### src/febo_defs.svh
`ifndef FEBO_DEFS_SVH
`define FEBO_DEFS_SVH

// Register offsets on the plain register port
`define FEBO_ADDR_W 4
`define FEBO_OFF_EBSEL_LO 4'h0
`define FEBO_OFF_EBSEL_HI 4'h1
`define FEBO_OFF_OVL_CTRL 4'h2
`define FEBO_OFF_FMC_LO 4'h3
`define FEBO_OFF_FMC_HI 4'h4
`define FEBO_OFF_MODE_MON 4'h5

// Reset values and overlay reserved read bits
`define FEBO_EBSEL_RST 8'h00
`define FEBO_OVL_RST 8'hF0
`define FEBO_OVL_RSVD 8'hF0

// Lower flash mode control fields
`define FEBO_FMC_PINLVL 7
`define FEBO_FMC_SWE 6
// Upper flash mode control fields
`define FEBO_FMC_PSU 4
`define FEBO_FMC_PRG 0

// Overlay control fields
`define FEBO_OVL_SEL 3

// Upper select split: bits 11..8 and 15..12 of the combined vector
`define FEBO_HI_LOWER_NIB 4'h0

// Block geometry: small and big block sizes in address bits, mid block bounds as addresses
`define FEBO_SMALL_BLK_BITS 12
`define FEBO_MID_BLK_BASE 24'h008000
`define FEBO_MID_BLK_END 24'h00FFFF
`define FEBO_BIG_BLK_BITS 16

`endif

### src/febo_pkg.sv
package febo_pkg;
   typedef struct packed {
      logic [3:0] addr;
      logic [7:0] wdata;
      logic wr;
      logic rd;
   } febo_bus_req_t;

   typedef enum logic [1:0] {
      FEBO_MODE_NONE,
      FEBO_MODE_BOOT,
      FEBO_MODE_USERPROG
   } febo_pgm_mode_t;

   typedef struct packed {
      logic mode_pin_top;
      logic mode_pin_mid;
      logic mode_pin_low;
   } febo_mode_pins_t;
endpackage

### src/febo_ctrl.sv
// Local design decisions: the strobed register port and the placing of the registers.
`timescale 1ns/1ps
`include "febo_defs.svh"

// What this block does, and what software and the system must do
// [RL1] Upper program-mode bit sets only with pin high, upper enable and upper setup set.
// [RL2] Software should not touch flash while upper program-mode bit is set.
// [RL3] A set erase-select bit unprotects its block; clear bits keep blocks protected.
// [RL4] Lower select clears on reset, standby, pin low, or pin high with lower enable clear.
// [RL5] More than one select bit set across both registers clears both registers.
// [RL6] With flash disabled, select registers read zero and ignore writes.
// [RL7] Upper select clears on reset, standby, or write-protect pin low.
// [RL8] Upper bits 11-8 need lower enable; bits 15-12 need upper enable.
// [RL9] Blocks 0-7 are 4 KB, block 8 is 32 KB, blocks 9-15 are 64 KB.
// [RL10] Overlay control resets to F0 on power-on and hardware standby only.
// [RL11] Overlay control upper four bits always read one.
// [RL12] Overlay select set protects every flash block from program and erase; the code clears eraseAllowed only and leaves programModeUpper free.
// [RL13] With overlay on, area bits pick which 4 KB block the RAM window covers.
// [RL14] Software should not access emulated region right after overlay change.
// [RL15] Software should write overlay control only in user or user program mode.
// [RL16] Reset-start with programming pins enters a program/erase/verify state.
// [RL17] Pin high needed; top pin picks boot or user program; low pins pick 5-7.
// [RL18] In boot mode the system drives top pin inverted from its normal setting.
// [RL19] Mode monitor register reports mode 5, 6 or 7 in boot mode too.
// [RL20] Write-protect status bit reads pin level; low means hardware protected.
module febo_ctrl (
   // Clock and reset
   input wire logic sys_clk,
   input wire logic nrst,
   // Standby and flash enable
   input wire logic hwStandby,
   input wire logic swStandby,
   input wire logic flashEnable,
   // Pins
   input wire logic writeProtectPin,
   input wire febo_pkg::febo_mode_pins_t modePins,
   // Register port
   input wire febo_pkg::febo_bus_req_t busReq,
   output logic [7:0] rdData,
   // Flash array address under test
   input wire logic [23:0] flashAddr,
   // Status to the flash array
   output logic [15:0] eraseAllowed,
   output logic addrEraseOk,
   output logic programModeUpper,
   output logic overlayActive,
   output logic [23:0] overlayBase,
   output febo_pkg::febo_pgm_mode_t pgmMode
);

   logic [7:0] fmcLo_ff;
   logic [7:0] fmcHi_ff;
   logic [7:0] ebLo_ff;
   logic [7:0] ebHi_ff;
   logic [3:0] ovl_ff;
   logic [1:0] modeMon_ff;
   febo_pkg::febo_pgm_mode_t pgmMode_ff;
   logic [7:0] rdData_ff;
   logic [7:0] nxt_rdData;
   logic [7:0] nxt_ebLo;
   logic [7:0] nxt_ebHi;
   logic [15:0] ebAll;
   logic [15:0] blkHit;
   logic sweLo;
   logic sweHi;
   logic standby;
   logic wrEbLo;
   logic wrEbHi;
   logic wrFmcLo;
   logic wrFmcHi;
   logic wrOvl;
   logic multi;

   assign sweLo = fmcLo_ff[`FEBO_FMC_SWE];
   assign sweHi = fmcHi_ff[`FEBO_FMC_SWE];
   assign standby = hwStandby | swStandby;
   assign wrEbLo = busReq.wr && busReq.addr == `FEBO_OFF_EBSEL_LO && flashEnable; // see [RL6]
   assign wrEbHi = busReq.wr && busReq.addr == `FEBO_OFF_EBSEL_HI && flashEnable; // see [RL6]
   assign wrFmcLo = busReq.wr && busReq.addr == `FEBO_OFF_FMC_LO && flashEnable;
   assign wrFmcHi = busReq.wr && busReq.addr == `FEBO_OFF_FMC_HI && flashEnable;
   assign wrOvl = busReq.wr && busReq.addr == `FEBO_OFF_OVL_CTRL;

   // Lower flash mode control: only the software enable is kept here
   always_ff @(posedge sys_clk) begin
      if (!nrst || standby || !writeProtectPin) begin
         fmcLo_ff <= 8'h00;
      end else if (wrFmcLo) begin
         fmcLo_ff <= {1'b0, busReq.wdata[`FEBO_FMC_SWE], 6'h00};
      end
   end

   // Upper flash mode control: enable, program setup and program-mode bits
   always_ff @(posedge sys_clk) begin
      if (!nrst || standby || !writeProtectPin) begin
         fmcHi_ff <= 8'h00;
      end else if (wrFmcHi) begin
         fmcHi_ff[`FEBO_FMC_SWE] <= busReq.wdata[`FEBO_FMC_SWE];
         fmcHi_ff[`FEBO_FMC_PSU] <= busReq.wdata[`FEBO_FMC_PSU] & sweHi;
         fmcHi_ff[`FEBO_FMC_PRG] <= busReq.wdata[`FEBO_FMC_PRG] & sweHi
            & fmcHi_ff[`FEBO_FMC_PSU]; // see [RL1]
      end
   end

   // Erase select next state with one-hot enforcement
   always_comb begin
      nxt_ebLo = ebLo_ff;
      nxt_ebHi = ebHi_ff;
      if (wrEbLo) begin
         nxt_ebLo = busReq.wdata;
      end
      if (wrEbHi) begin
         nxt_ebHi = busReq.wdata;
      end
      if (!sweLo) begin
         nxt_ebLo = `FEBO_EBSEL_RST; // see [RL4]
         nxt_ebHi[3:0] = `FEBO_HI_LOWER_NIB; // see [RL8]
      end
      if (!sweHi) begin
         nxt_ebHi[7:4] = `FEBO_HI_LOWER_NIB; // see [RL8]
      end
      multi = ($countones({nxt_ebHi, nxt_ebLo}) > 1);
      if (multi) begin
         nxt_ebLo = `FEBO_EBSEL_RST; // see [RL5]
         nxt_ebHi = `FEBO_EBSEL_RST; // see [RL5]
      end
   end

   always_ff @(posedge sys_clk) begin
      if (!nrst || standby || !writeProtectPin) begin
         ebLo_ff <= `FEBO_EBSEL_RST; // see [RL4]
         ebHi_ff <= `FEBO_EBSEL_RST; // see [RL7]
      end else begin
         ebLo_ff <= nxt_ebLo;
         ebHi_ff <= nxt_ebHi;
      end
   end

   // Overlay control survives software standby; hardware standby resets it
   always_ff @(posedge sys_clk) begin
      if (!nrst || hwStandby) begin
         ovl_ff <= 4'(`FEBO_OVL_RST); // see [RL10]
      end else if (wrOvl) begin
         ovl_ff <= busReq.wdata[3:0];
      end
   end

   // Mode pins caught at reset release (reset-start)
   always_ff @(posedge sys_clk) begin
      if (!nrst) begin
         modeMon_ff <= {modePins.mode_pin_mid, modePins.mode_pin_low};
      end
   end

   always_ff @(posedge sys_clk) begin
      if (!nrst) begin
         if (writeProtectPin && {modePins.mode_pin_mid, modePins.mode_pin_low} != 2'h0) begin
            pgmMode_ff <= modePins.mode_pin_top ? febo_pkg::FEBO_MODE_USERPROG
               : febo_pkg::FEBO_MODE_BOOT; // see [RL16] see [RL17]
         end else begin
            pgmMode_ff <= febo_pkg::FEBO_MODE_NONE;
         end
      end
   end

   // Read mux; a disabled flash hides the flash control registers
   always_comb begin
      nxt_rdData = 8'h00;
      if (busReq.rd) begin
         case (busReq.addr)
            `FEBO_OFF_EBSEL_LO: nxt_rdData = flashEnable ? ebLo_ff : 8'h00; // see [RL6]
            `FEBO_OFF_EBSEL_HI: nxt_rdData = flashEnable ? ebHi_ff : 8'h00; // see [RL6]
            `FEBO_OFF_OVL_CTRL: nxt_rdData = `FEBO_OVL_RSVD | {4'h0, ovl_ff}; // see [RL11]
            `FEBO_OFF_FMC_LO: nxt_rdData = flashEnable
               ? (fmcLo_ff | {writeProtectPin, 7'h00}) : 8'h00; // see [RL20]
            `FEBO_OFF_FMC_HI: nxt_rdData = flashEnable ? fmcHi_ff : 8'h00;
            `FEBO_OFF_MODE_MON: nxt_rdData = {5'h00, 1'b1, modeMon_ff}; // see [RL19]
            default: nxt_rdData = 8'h00;
         endcase
      end
   end

   // Read port, data one cycle after the strobe and zero otherwise
   always_ff @(posedge sys_clk) begin
      if (!nrst) begin
         rdData_ff <= 8'h00;
      end else begin
         rdData_ff <= nxt_rdData;
      end
   end

   assign ebAll = {ebHi_ff, ebLo_ff};

   // Block address decode
   genvar gi;
   generate
      for (gi = 0; gi < 16; gi++) begin : g_blk
         if (gi < 8) begin : g_small
            assign blkHit[gi] = flashAddr[23:`FEBO_SMALL_BLK_BITS] == 12'(gi); // see [RL9]
         end else if (gi == 8) begin : g_mid
            assign blkHit[gi] = flashAddr >= `FEBO_MID_BLK_BASE
               && flashAddr <= `FEBO_MID_BLK_END; // see [RL9]
         end else begin : g_big
            assign blkHit[gi] = flashAddr[23:`FEBO_BIG_BLK_BITS] == 8'(gi - 8); // see [RL9]
         end
         assign eraseAllowed[gi] = ebAll[gi] & ~ovl_ff[`FEBO_OVL_SEL]; // see [RL3] see [RL12]
      end
   endgenerate

   assign addrEraseOk = |(blkHit & eraseAllowed); // see [RL3]
   assign rdData = rdData_ff;
   assign programModeUpper = fmcHi_ff[`FEBO_FMC_PRG];
   assign overlayActive = ovl_ff[`FEBO_OVL_SEL]; // see [RL13]
   assign overlayBase = ovl_ff[`FEBO_OVL_SEL]
      ? {9'h000, ovl_ff[2:0], 12'h000} : 24'hFFE000; // see [RL13]
   assign pgmMode = pgmMode_ff;

   AST_P2_NEEDS_SETUP: assert property (@(posedge sys_clk) disable iff (!nrst)
      $rose(programModeUpper) |-> $past(fmcHi_ff[`FEBO_FMC_PSU]) && $past(sweHi)
      && writeProtectPin) else $error("program mode set without setup"); // see [RL1]
   AST_ONEHOT: assert property (@(posedge sys_clk) disable iff (!nrst)
      $countones(ebAll) <= 1) else $error("erase select not one-hot"); // see [RL5]
   AST_LO_NOSWE: assert property (@(posedge sys_clk) disable iff (!nrst)
      !sweLo |=> ebLo_ff == 8'h00) else $error("lower select kept without enable"); // see [RL4]
   AST_HI_NIBBLES: assert property (@(posedge sys_clk) disable iff (!nrst)
      (!sweHi |=> ebHi_ff[7:4] == 4'h0)) else $error("upper nibble kept"); // see [RL8]
   AST_PIN_LOW: assert property (@(posedge sys_clk) disable iff (!nrst)
      !writeProtectPin |=> ebAll == 16'h0000) else $error("select kept with pin low"); // see [RL7]
   AST_DISABLED_RD: assert property (@(posedge sys_clk) disable iff (!nrst)
      busReq.rd && !flashEnable && busReq.addr == `FEBO_OFF_EBSEL_HI |=> rdData == 8'h00)
      else $error("disabled read not zero"); // see [RL6]
   AST_OVL_RSVD: assert property (@(posedge sys_clk) disable iff (!nrst)
      busReq.rd && busReq.addr == `FEBO_OFF_OVL_CTRL |=> rdData[7:4] == 4'hF)
      else $error("reserved bits not one"); // see [RL11]
   AST_OVL_PROT: assert property (@(posedge sys_clk) disable iff (!nrst)
      overlayActive |-> eraseAllowed == 16'h0000) else $error("erase open in overlay"); // see [RL12]
   AST_SW_STBY_KEEP: assert property (@(posedge sys_clk) disable iff (!nrst)
      swStandby && !hwStandby && !busReq.wr |=> $stable(ovl_ff))
      else $error("overlay lost in standby"); // see [RL10]

   // Further checks on what the block drives
   AST_LO_RD_DIS: assert property (@(posedge sys_clk) disable iff (!nrst)
      busReq.rd && !flashEnable && busReq.addr == `FEBO_OFF_EBSEL_LO |=> rdData == 8'h00)
      else $error("disabled lower read not zero"); // see [RL6]
   AST_HW_STBY_OVL: assert property (@(posedge sys_clk) disable iff (!nrst)
      hwStandby |=> ovl_ff == 4'h0)
      else $error("overlay kept in hardware standby"); // see [RL10]
   AST_OVL_WR: assert property (@(posedge sys_clk) disable iff (!nrst)
      wrOvl && !hwStandby |=> overlayActive == $past(busReq.wdata[`FEBO_OVL_SEL]))
      else $error("overlay select not written"); // see [RL12]
   AST_STBY_CLR: assert property (@(posedge sys_clk) disable iff (!nrst)
      standby |=> ebAll == 16'h0000)
      else $error("select kept in standby"); // see [RL4] see [RL7]
   AST_FMC_PIN: assert property (@(posedge sys_clk) disable iff (!nrst)
      !writeProtectPin |=> !sweLo && !sweHi && !programModeUpper)
      else $error("mode control kept with pin low"); // see [RL1]
   AST_PSU_NEEDS_SWE: assert property (@(posedge sys_clk) disable iff (!nrst)
      $rose(fmcHi_ff[`FEBO_FMC_PSU]) |-> $past(sweHi))
      else $error("setup set without enable"); // see [RL1]
   AST_ERASE_SUB: assert property (@(posedge sys_clk) disable iff (!nrst)
      (eraseAllowed & ~ebAll) == 16'h0000)
      else $error("erase open on unselected block"); // see [RL3]
   AST_ADDR_OK: assert property (@(posedge sys_clk) disable iff (!nrst)
      addrEraseOk |-> (blkHit & ebAll) != 16'h0000)
      else $error("address erase without selection"); // see [RL3]
   AST_MULTI_CLR: assert property (@(posedge sys_clk) disable iff (!nrst)
      multi && !standby && writeProtectPin |=> ebAll == 16'h0000)
      else $error("multiple selects not cleared"); // see [RL5]
   AST_HI_LOW_NIB: assert property (@(posedge sys_clk) disable iff (!nrst)
      !sweLo |=> ebHi_ff[3:0] == 4'h0)
      else $error("upper low nibble kept"); // see [RL8]
   AST_BLK8: assert property (@(posedge sys_clk) disable iff (!nrst)
      flashAddr >= `FEBO_MID_BLK_BASE && flashAddr <= `FEBO_MID_BLK_END |-> blkHit == 16'h0100)
      else $error("mid block decode wrong"); // see [RL9]
   AST_BLK_ONEHOT: assert property (@(posedge sys_clk) disable iff (!nrst)
      $countones(blkHit) <= 1)
      else $error("address in two blocks"); // see [RL9]
   AST_OVL_OFF_BASE: assert property (@(posedge sys_clk) disable iff (!nrst)
      !overlayActive |-> overlayBase == 24'hFFE000)
      else $error("window moved with overlay off"); // see [RL13]
   AST_OVL_ON_BASE: assert property (@(posedge sys_clk) disable iff (!nrst)
      overlayActive |-> overlayBase[23:15] == 9'h000 && overlayBase[11:0] == 12'h000)
      else $error("window outside small blocks"); // see [RL13]
   AST_OVL_RD_LOW: assert property (@(posedge sys_clk) disable iff (!nrst)
      busReq.rd && busReq.addr == `FEBO_OFF_OVL_CTRL |=> rdData[3:0] == $past(ovl_ff))
      else $error("overlay read back wrong"); // see [RL13]
   AST_PIN_STATUS: assert property (@(posedge sys_clk) disable iff (!nrst)
      busReq.rd && flashEnable && busReq.addr == `FEBO_OFF_FMC_LO
      |=> rdData[7] == $past(writeProtectPin)) else $error("pin status wrong"); // see [RL20]
   AST_MODE_MON: assert property (@(posedge sys_clk) disable iff (!nrst)
      busReq.rd && busReq.addr == `FEBO_OFF_MODE_MON |=> rdData[2] == 1'b1)
      else $error("mode monitor fixed bit wrong"); // see [RL19]

   // Main scenarios

   COV_ERASE_SEL: cover property (@(posedge sys_clk) disable iff (!nrst) addrEraseOk);
   COV_MULTI_CLR: cover property (@(posedge sys_clk) disable iff (!nrst) wrEbLo && multi);
   COV_OVERLAY: cover property (@(posedge sys_clk) disable iff (!nrst) $rose(overlayActive));
   COV_PROG: cover property (@(posedge sys_clk) disable iff (!nrst) $rose(programModeUpper));
   COV_HW_STBY: cover property (@(posedge sys_clk) disable iff (!nrst) hwStandby);

endmodule

### config.mk
export PLATFORM = sky130hd
export DESIGN_NAME = febo_ctrl
export DESIGN_NICKNAME = d
export VERILOG_FILES = /design/src/febo_pkg.sv /design/src/febo_ctrl.sv
export VERILOG_INCLUDE_DIRS = /design/src
export SDC_FILE = /design/constraint.sdc
export NUM_CORES = 1
export LEC_CHECK = 0
export BUFFER_PORTS_ARGS = -buffer_cell sky130_fd_sc_hd__buf_4
export CAP_MARGIN = 30
export CORE_ASPECT_RATIO = 1.2
export CORE_MARGIN = 3
export CORE_UTILIZATION = 23
export DETAILED_ROUTE_END_ITERATION = 10
export GPL_ROUTABILITY_DRIVEN = 1
export GPL_TIMING_DRIVEN = 1
export PLACE_DENSITY_LB_ADDON = 0.2
export SLEW_MARGIN = 20
export SYNTH_ARGS = -nofsm -noshare
export SYNTH_HDL_FRONTEND = slang
export SYNTH_SLANG_ARGS = --single-unit
### constraint.sdc
create_clock -name sys_clk -period 6.5 [get_ports sys_clk]
set_input_delay 0.65 -clock sys_clk [delete_from_list [all_inputs] [get_ports sys_clk]]
set_output_delay 0.65 -clock sys_clk [all_outputs]
set_load 0.005 [all_outputs]
Yosys cells after proc, flatten, opt, wreduce, memory -nomap -nowiden
Cells that the tools add are included.

storage, ports and cells
  register bits after elaboration = 36
  input port bits = 47
  output and inout port bits = 53

operators by class
  order comparisons = 3
  mux-type cells = 12
  reductions and logical operators = 22
  add/sub/neg operators = 15
  equality and inequality tests = 19
  bitwise logic cells = 23

operators by type and width
  kind                  number
  $eq 12x3->1 const B   4
  $mux 8                6
  $pmux 8 s6            1
  $eq 8x3->1 const B    4
  $eq 12x2->1 const B   2
  $ge 24x16->1 const B  1
  $le 24x16->1 const B  1
  $mux 24               1
  $and 1x1->1           19
  $add 1x1->2           8
  $and 16x16->16        1
  $eq 8x2->1 const B    2
  $reduce_or 16->1      1
  $add 2x2->3           4
  $eq 12x1->1 const B   1
  $logic_not 12->1      1
  $logic_and 1x1->1     11
  $add 3x3->4           2
  $eq 4x2->1 const B    2
  $eq 4x3->1 const B    2
  $eq 8x1->1 const B    1
  $mux 4                2
  $or 7x8->8            1
  $mux 7                1
  other kinds (12)      15

Depth between registers and ports, before layout
  depth in word-level cells = 11
  depth in mapped cells = 19
  gate-level depth less buffers = 17

Least setup slack after synthesis
No wires, ideal clock.

  kind = input-to-reg
  from = input port busReq[12] (netlist name)
  to = register ebHi_ff[1]
  stages = 18
  buffers on the path = 2
  data arrival time = 4.843 ns
  setup slack = 1.597 ns
  required time = 6.440 ns
  cells stage by stage = buf_2 > nor2_2 > nand4_2 > mux2i_1 > nor2b_1 > fa_1 > inv_1 > fa_1 > fa_1 > fa_1 > inv_1 > ha_1 > inv_1 > fa_1 > a211oi_1 > mux2_2 > buf_2 > and3_1

between the ends
  cells in the longest elaborated chain, start to end = 11
  elaborated cells between the ends (all ways) = 28
  classes of those cells = add/sub: 15; order compare: 1; eq/ne: 1; mux: 5; reduce/logical: 6

RTL lines
  what                                                  line                                text
  start, declared                                       febo_ctrl.sv:38                     input wire febo_pkg::febo_bus_req_t busReq,
  $eq 4x1->1 / $logic_not 4->1 (equally long branches)  -
  $logic_and 1x1->1 (no line)                           -
  $logic_and 1x1->1 (on tied branches)                  febo_ctrl.sv:78, febo_ctrl.sv:77
  $mux 8 (on tied branches)                             febo_ctrl.sv:111, febo_ctrl.sv:108
  $mux 4, or another cell as far along                  febo_ctrl.sv:114                    if (!sweLo) begin
  $add 1x1->2 (implied by the code)                     febo_ctrl.sv:121                    multi = ($countones({nxt_ebHi, nxt_ebLo}) > 1);
  $add 2x2->3 (implied by the code)                     febo_ctrl.sv:121
  $add 3x3->4 (implied by the code)                     febo_ctrl.sv:121
  $add 4x4->5 (implied by the code)                     febo_ctrl.sv:121
  $gt 5x1->1                                            febo_ctrl.sv:121
  $reduce_or 2->1 (no line)                             -
  end signal, assigned                                  febo_ctrl.sv:131                    ebHi_ff <= `FEBO_EBSEL_RST;
  end signal, assigned                                  febo_ctrl.sv:134                    ebHi_ff <= nxt_ebHi;
  end, declared                                         febo_ctrl.sv:54                     logic [7:0] ebHi_ff;

Several ways; a longest one is shown, not always the timed one.
A chain may end at the register's enable or synchronous reset.

Worst setup path in the final report
  from = input port busReq[10] (netlist name)
  to = register ebLo_ff[3]

between the ends
  cells in the longest elaborated chain, start to end = 11
  elaborated cells between the ends (all ways) = 28
  classes of those cells = add/sub: 15; order compare: 1; eq/ne: 1; mux: 5; reduce/logical: 6

RTL lines
  what                                                  line                                text
  $eq 4x1->1 / $logic_not 4->1 (equally long branches)  -
  $logic_and 1x1->1 (no line)                           -
  $logic_and 1x1->1 (on tied branches)                  febo_ctrl.sv:78, febo_ctrl.sv:77
  $mux 8 (on tied branches)                             febo_ctrl.sv:111, febo_ctrl.sv:108
  $mux 4, or another cell as far along                  febo_ctrl.sv:114
  $add 1x1->2 (implied by the code)                     febo_ctrl.sv:121
  $add 2x2->3 (implied by the code)                     febo_ctrl.sv:121
  $add 3x3->4 (implied by the code)                     febo_ctrl.sv:121
  $add 4x4->5 (implied by the code)                     febo_ctrl.sv:121
  $gt 5x1->1                                            febo_ctrl.sv:121
  $reduce_or 2->1 (no line)                             -
  end signal, assigned                                  febo_ctrl.sv:130                    ebLo_ff <= `FEBO_EBSEL_RST;
  end signal, assigned                                  febo_ctrl.sv:133                    ebLo_ff <= nxt_ebLo;
  end, declared                                         febo_ctrl.sv:53                     logic [7:0] ebLo_ff;

Several ways; a longest one is shown, not always the timed one.

==> flow_metrics.py <==
metrics = {
    "outcome": {
        "outcome": "complete, no violations",
    },
    "final_layout": {
        "nets": 394,
        "fillers": 1132,
        "syn_to_final_growth_pct": 28.4,
        "drive_gt1_frac": 0.312,
        "final_common_cell": "buf_4",
        "layout_common_cells": "75 x buf_4, 32 x dfxtp_1, 28 x nor2b_1",
        "diodes": 0,
        "multi_input_area_um2": 1530,
        "final-seq-area_um2": 761,
    },
    "clock_network": {
        "root_buffer": "clkbuf_16",
        "cts_tree": "done",
        "path_clk_slew_ns": 0.05,
        "cts_resized": 0,
        "insertion_delay_ns": 0.28,
        "numCtsBuffers": 5,
        "cts_buffer_depth": 2,
        "clock_sinks": 36,
        "htreeDepth": 2,
        "post_cts_buffers": 0,
        "ctsHoldBuffers": 0,
    },
    "setup_path": {
        "crit_type": "in2reg",
        "arrival_ns": 5.43,
        "timing.rr.start": "fmcLo_ff[6]",
        "reg2reg_to": "ebLo_ff[3]",
        "cp_max_fo": 17,
        "cp_data_required_time_ns": 6.72,
        "critPathCaptureType": "flip-flop",
        "r2r_slack_ns": 2.02,
        "r2r_cells": 12,
        "start_kind": "input pin",
    },
    "synthesis": {
        "synth_cell_types": 48,
        "ys.flop_type": "dfxtp_1",
        "synthDominantCellAreaShare": 0.255,
        "syn_area_um2": 2510,
        "avgSynthCellArea_um2": 9.24,
        "async_flop_share": 0,
        "synth_area_leaders": "dfxtp_1 25%, fa_1 8.0%, mux2i_1 7.6%",
        "synth-seq-cells": 36,
        "yosys.area.top_type": "dfxtp_1",
        "postSynthCellCount": 272,
        "ys_seq_area_frac": 0.303,
        "synth_edf_count": 4,
        "yosysWarnings": 0,
    },
    "routing": {
        "drcViolationCount": 0,
        "first_pass_iters": 4,
        "ant_nets": 0,
        "highest_layer": "met4",
        "vias_per_cell": 4.34,
        "wl_met1_mm": 2.84,
        "wl_met2_mm": 3.85,
        "routed_wirelength_mm": 7.04,
        "wl_per_cell_um": 15.2,
        "wl_met3_um": 273,
        "dr.first_iter.drc_count": 65,
        "num_vias": 2005,
    },
    "grt": {
        "grt_max_degree": 24,
        "grt_pass1_wl_mm": 11.0,
        "track_usage": 0.117,
        "grt.overflow.total": 0,
        "antenna_found_initial": 0,
        "grt_pass1_vias": 2070,
    },
    "die": {
        "fp.dieH_um": 121,
        "dieArea_um2": 12200,
        "start_util": 0.238,
        "ios": 100,
        "num_rows": 41,
        "core_area_um2": 10600,
        "fp.dieW_um": 101,
    },
    "job": {
        "drv_cap": 0,
    },
    "timing": {
        "rsz0062_at_grt": "false",
        "period_minus_slack_ns": 5.21,
        "slew_violations": 0,
        "max_freq_mhz": 192,
        "slew_headroom": 0.505,
        "skew_ns": 0.00494,
        "worst_pin_slew_ns": 0.742,
        "hold_viol": 0,
        "tns_ns": 0,
        "setup_viol": 0,
        "min_period_over_period": 0.801,
    },
    "power_and_ir_drop": {
        "p_total_mw": 0.529,
        "p_per_area_nw_per_um2": 164,
        "p_leak_nw": 1.47,
        "ir_drop_uv": 96.6,
    },
    "placed_design": {
        "hpwl_mm": 5.70,
        "numPortBuffers": 75,
        "place.gp.congestion": 0.759,
    },
    "worst_hold_path": {
        "holdPathEnd": "ovl_ff[2]",
        "hp-class": "reg2reg",
        "hp-start": "ovl_ff[2]",
        "min_path_cells": 2,
    },
}
==> sequential cells by signal (all words and copies together) (netlist names) <==
name	count
fmcLo_ff	1
ebLo_ff	8
fmcHi_ff	3
modeMon_ff	2
ebHi_ff	8
ovl_ff	4
rdData	8
pgmMode	2
==> critical path, cell delays in order <==
cell,delay (ns)
buf_4,0.19
nor2_1,0.23
nand4_2,0.39
mux2i_1,0.28
nor2b_1,0.11
fa_1,0.54
inv_1,0.05
fa_1,0.47
fa_1,0.54
fa_1,0.40
inv_1,0.06
ha_1,0.17
inv_1,0.06
fa_1,0.47
nor4b_4,0.55
and3_1,0.24
==> routing by layer <==
metal,global-route usage,vias up
met1,0.139,938
li1,-,1024
met3,0.0214,6
met2,0.215,37
met4,0.0274,0
met5,0,-
==> how the worst max path moves through the flow <==
stage / end / start / cells after the start
global placement: ebHi_ff[1] / busReq[10] / 16
global route: ebHi_ff[0] / busReq[10] / 17
detailed placement: ebHi_ff[1] / busReq[12] / 16
CTS: ebHi_ff[1] / busReq[10] / 16
finish: ebLo_ff[3] / busReq[10] / 16
floorplan: ebHi_ff[1] / busReq[12] / 18
==> where the power goes <==
part           switching (mW)  leakage (nW)  internal (mW)
combinational          0.0251          1.09         0.0225
sequential            0.00111         0.296          0.227
clock                  0.0882        0.0790          0.165
total                   0.114          1.47          0.414
==> Yosys cell counts, types with 2 or more instances <==
master and number:
a21oi_1 11, a22oi_1 2, a31oi_1 5, a32oi_1 2, and3_1 12, buf_2 3
buf_4 20, clkbuf_1 8, dfxtp_1 32, edfxtp_1 4, fa_1 10, ha_1 5
inv_1 14, mux2_2 8, mux2i_1 19, mux4_2 3, nand2_1 18, nand2b_1 5
nand3_1 7, nand3b_1 2, nor2_1 17, nor2_2 5, nor2b_1 28, nor3_1 2
nor4_1 2, nor4b_4 2, o21ai_0 3, o22ai_1 2, or4_1 2
==> layout make-up <==
| cell class | instances | area share |
|---|---|---|
| clock buffer | 7 | 0.0477 |
| clock inverter | 1 | 0.00155 |
| inverter | 14 | 0.0163 |
| multi-input combinational | 200 | 0.474 |
| sequential | 36 | 0.236 |
| tap | 129 | 0.0500 |
| timing repair buffer | 75 | 0.174 |
==> stage by stage <==
stage | setup slack [ns] | util | instance area [um2] | std cells | hold slack (ns)
floorplan | 1.60 | - | 2550 | 283 | 0.444
global placement | 0.960 | 0.290 | 3070 | 454 | 0.476
detailed placement | 0.963 | 0.290 | 3070 | 454 | 0.478
CTS | 1.23 | 0.305 | 3230 | 462 | 0.490
global route | 0.986 | 0.305 | 3230 | 462 | 0.516
finish | 1.29 | 0.305 | 3230 | 462 | 0.488
==> kinds of logic (layout without fill, tap and decap cells) <==
logic type / after synthesis / after routing / synth area share
and+or+nand+nor: 113 / 113 / 0.274
buffers and inverters: 47 / 97 / 0.105
DFF: 36 / 36 / 0.303
muxes: 31 / 31 / 0.143
AOI/OAI and AO/OA: 29 / 29 / 0.0702
adders and majority gates: 15 / 15 / 0.105
other: 1 / 12 / 0.00149
No activity file was read; power rests on OpenSTA's default activity.
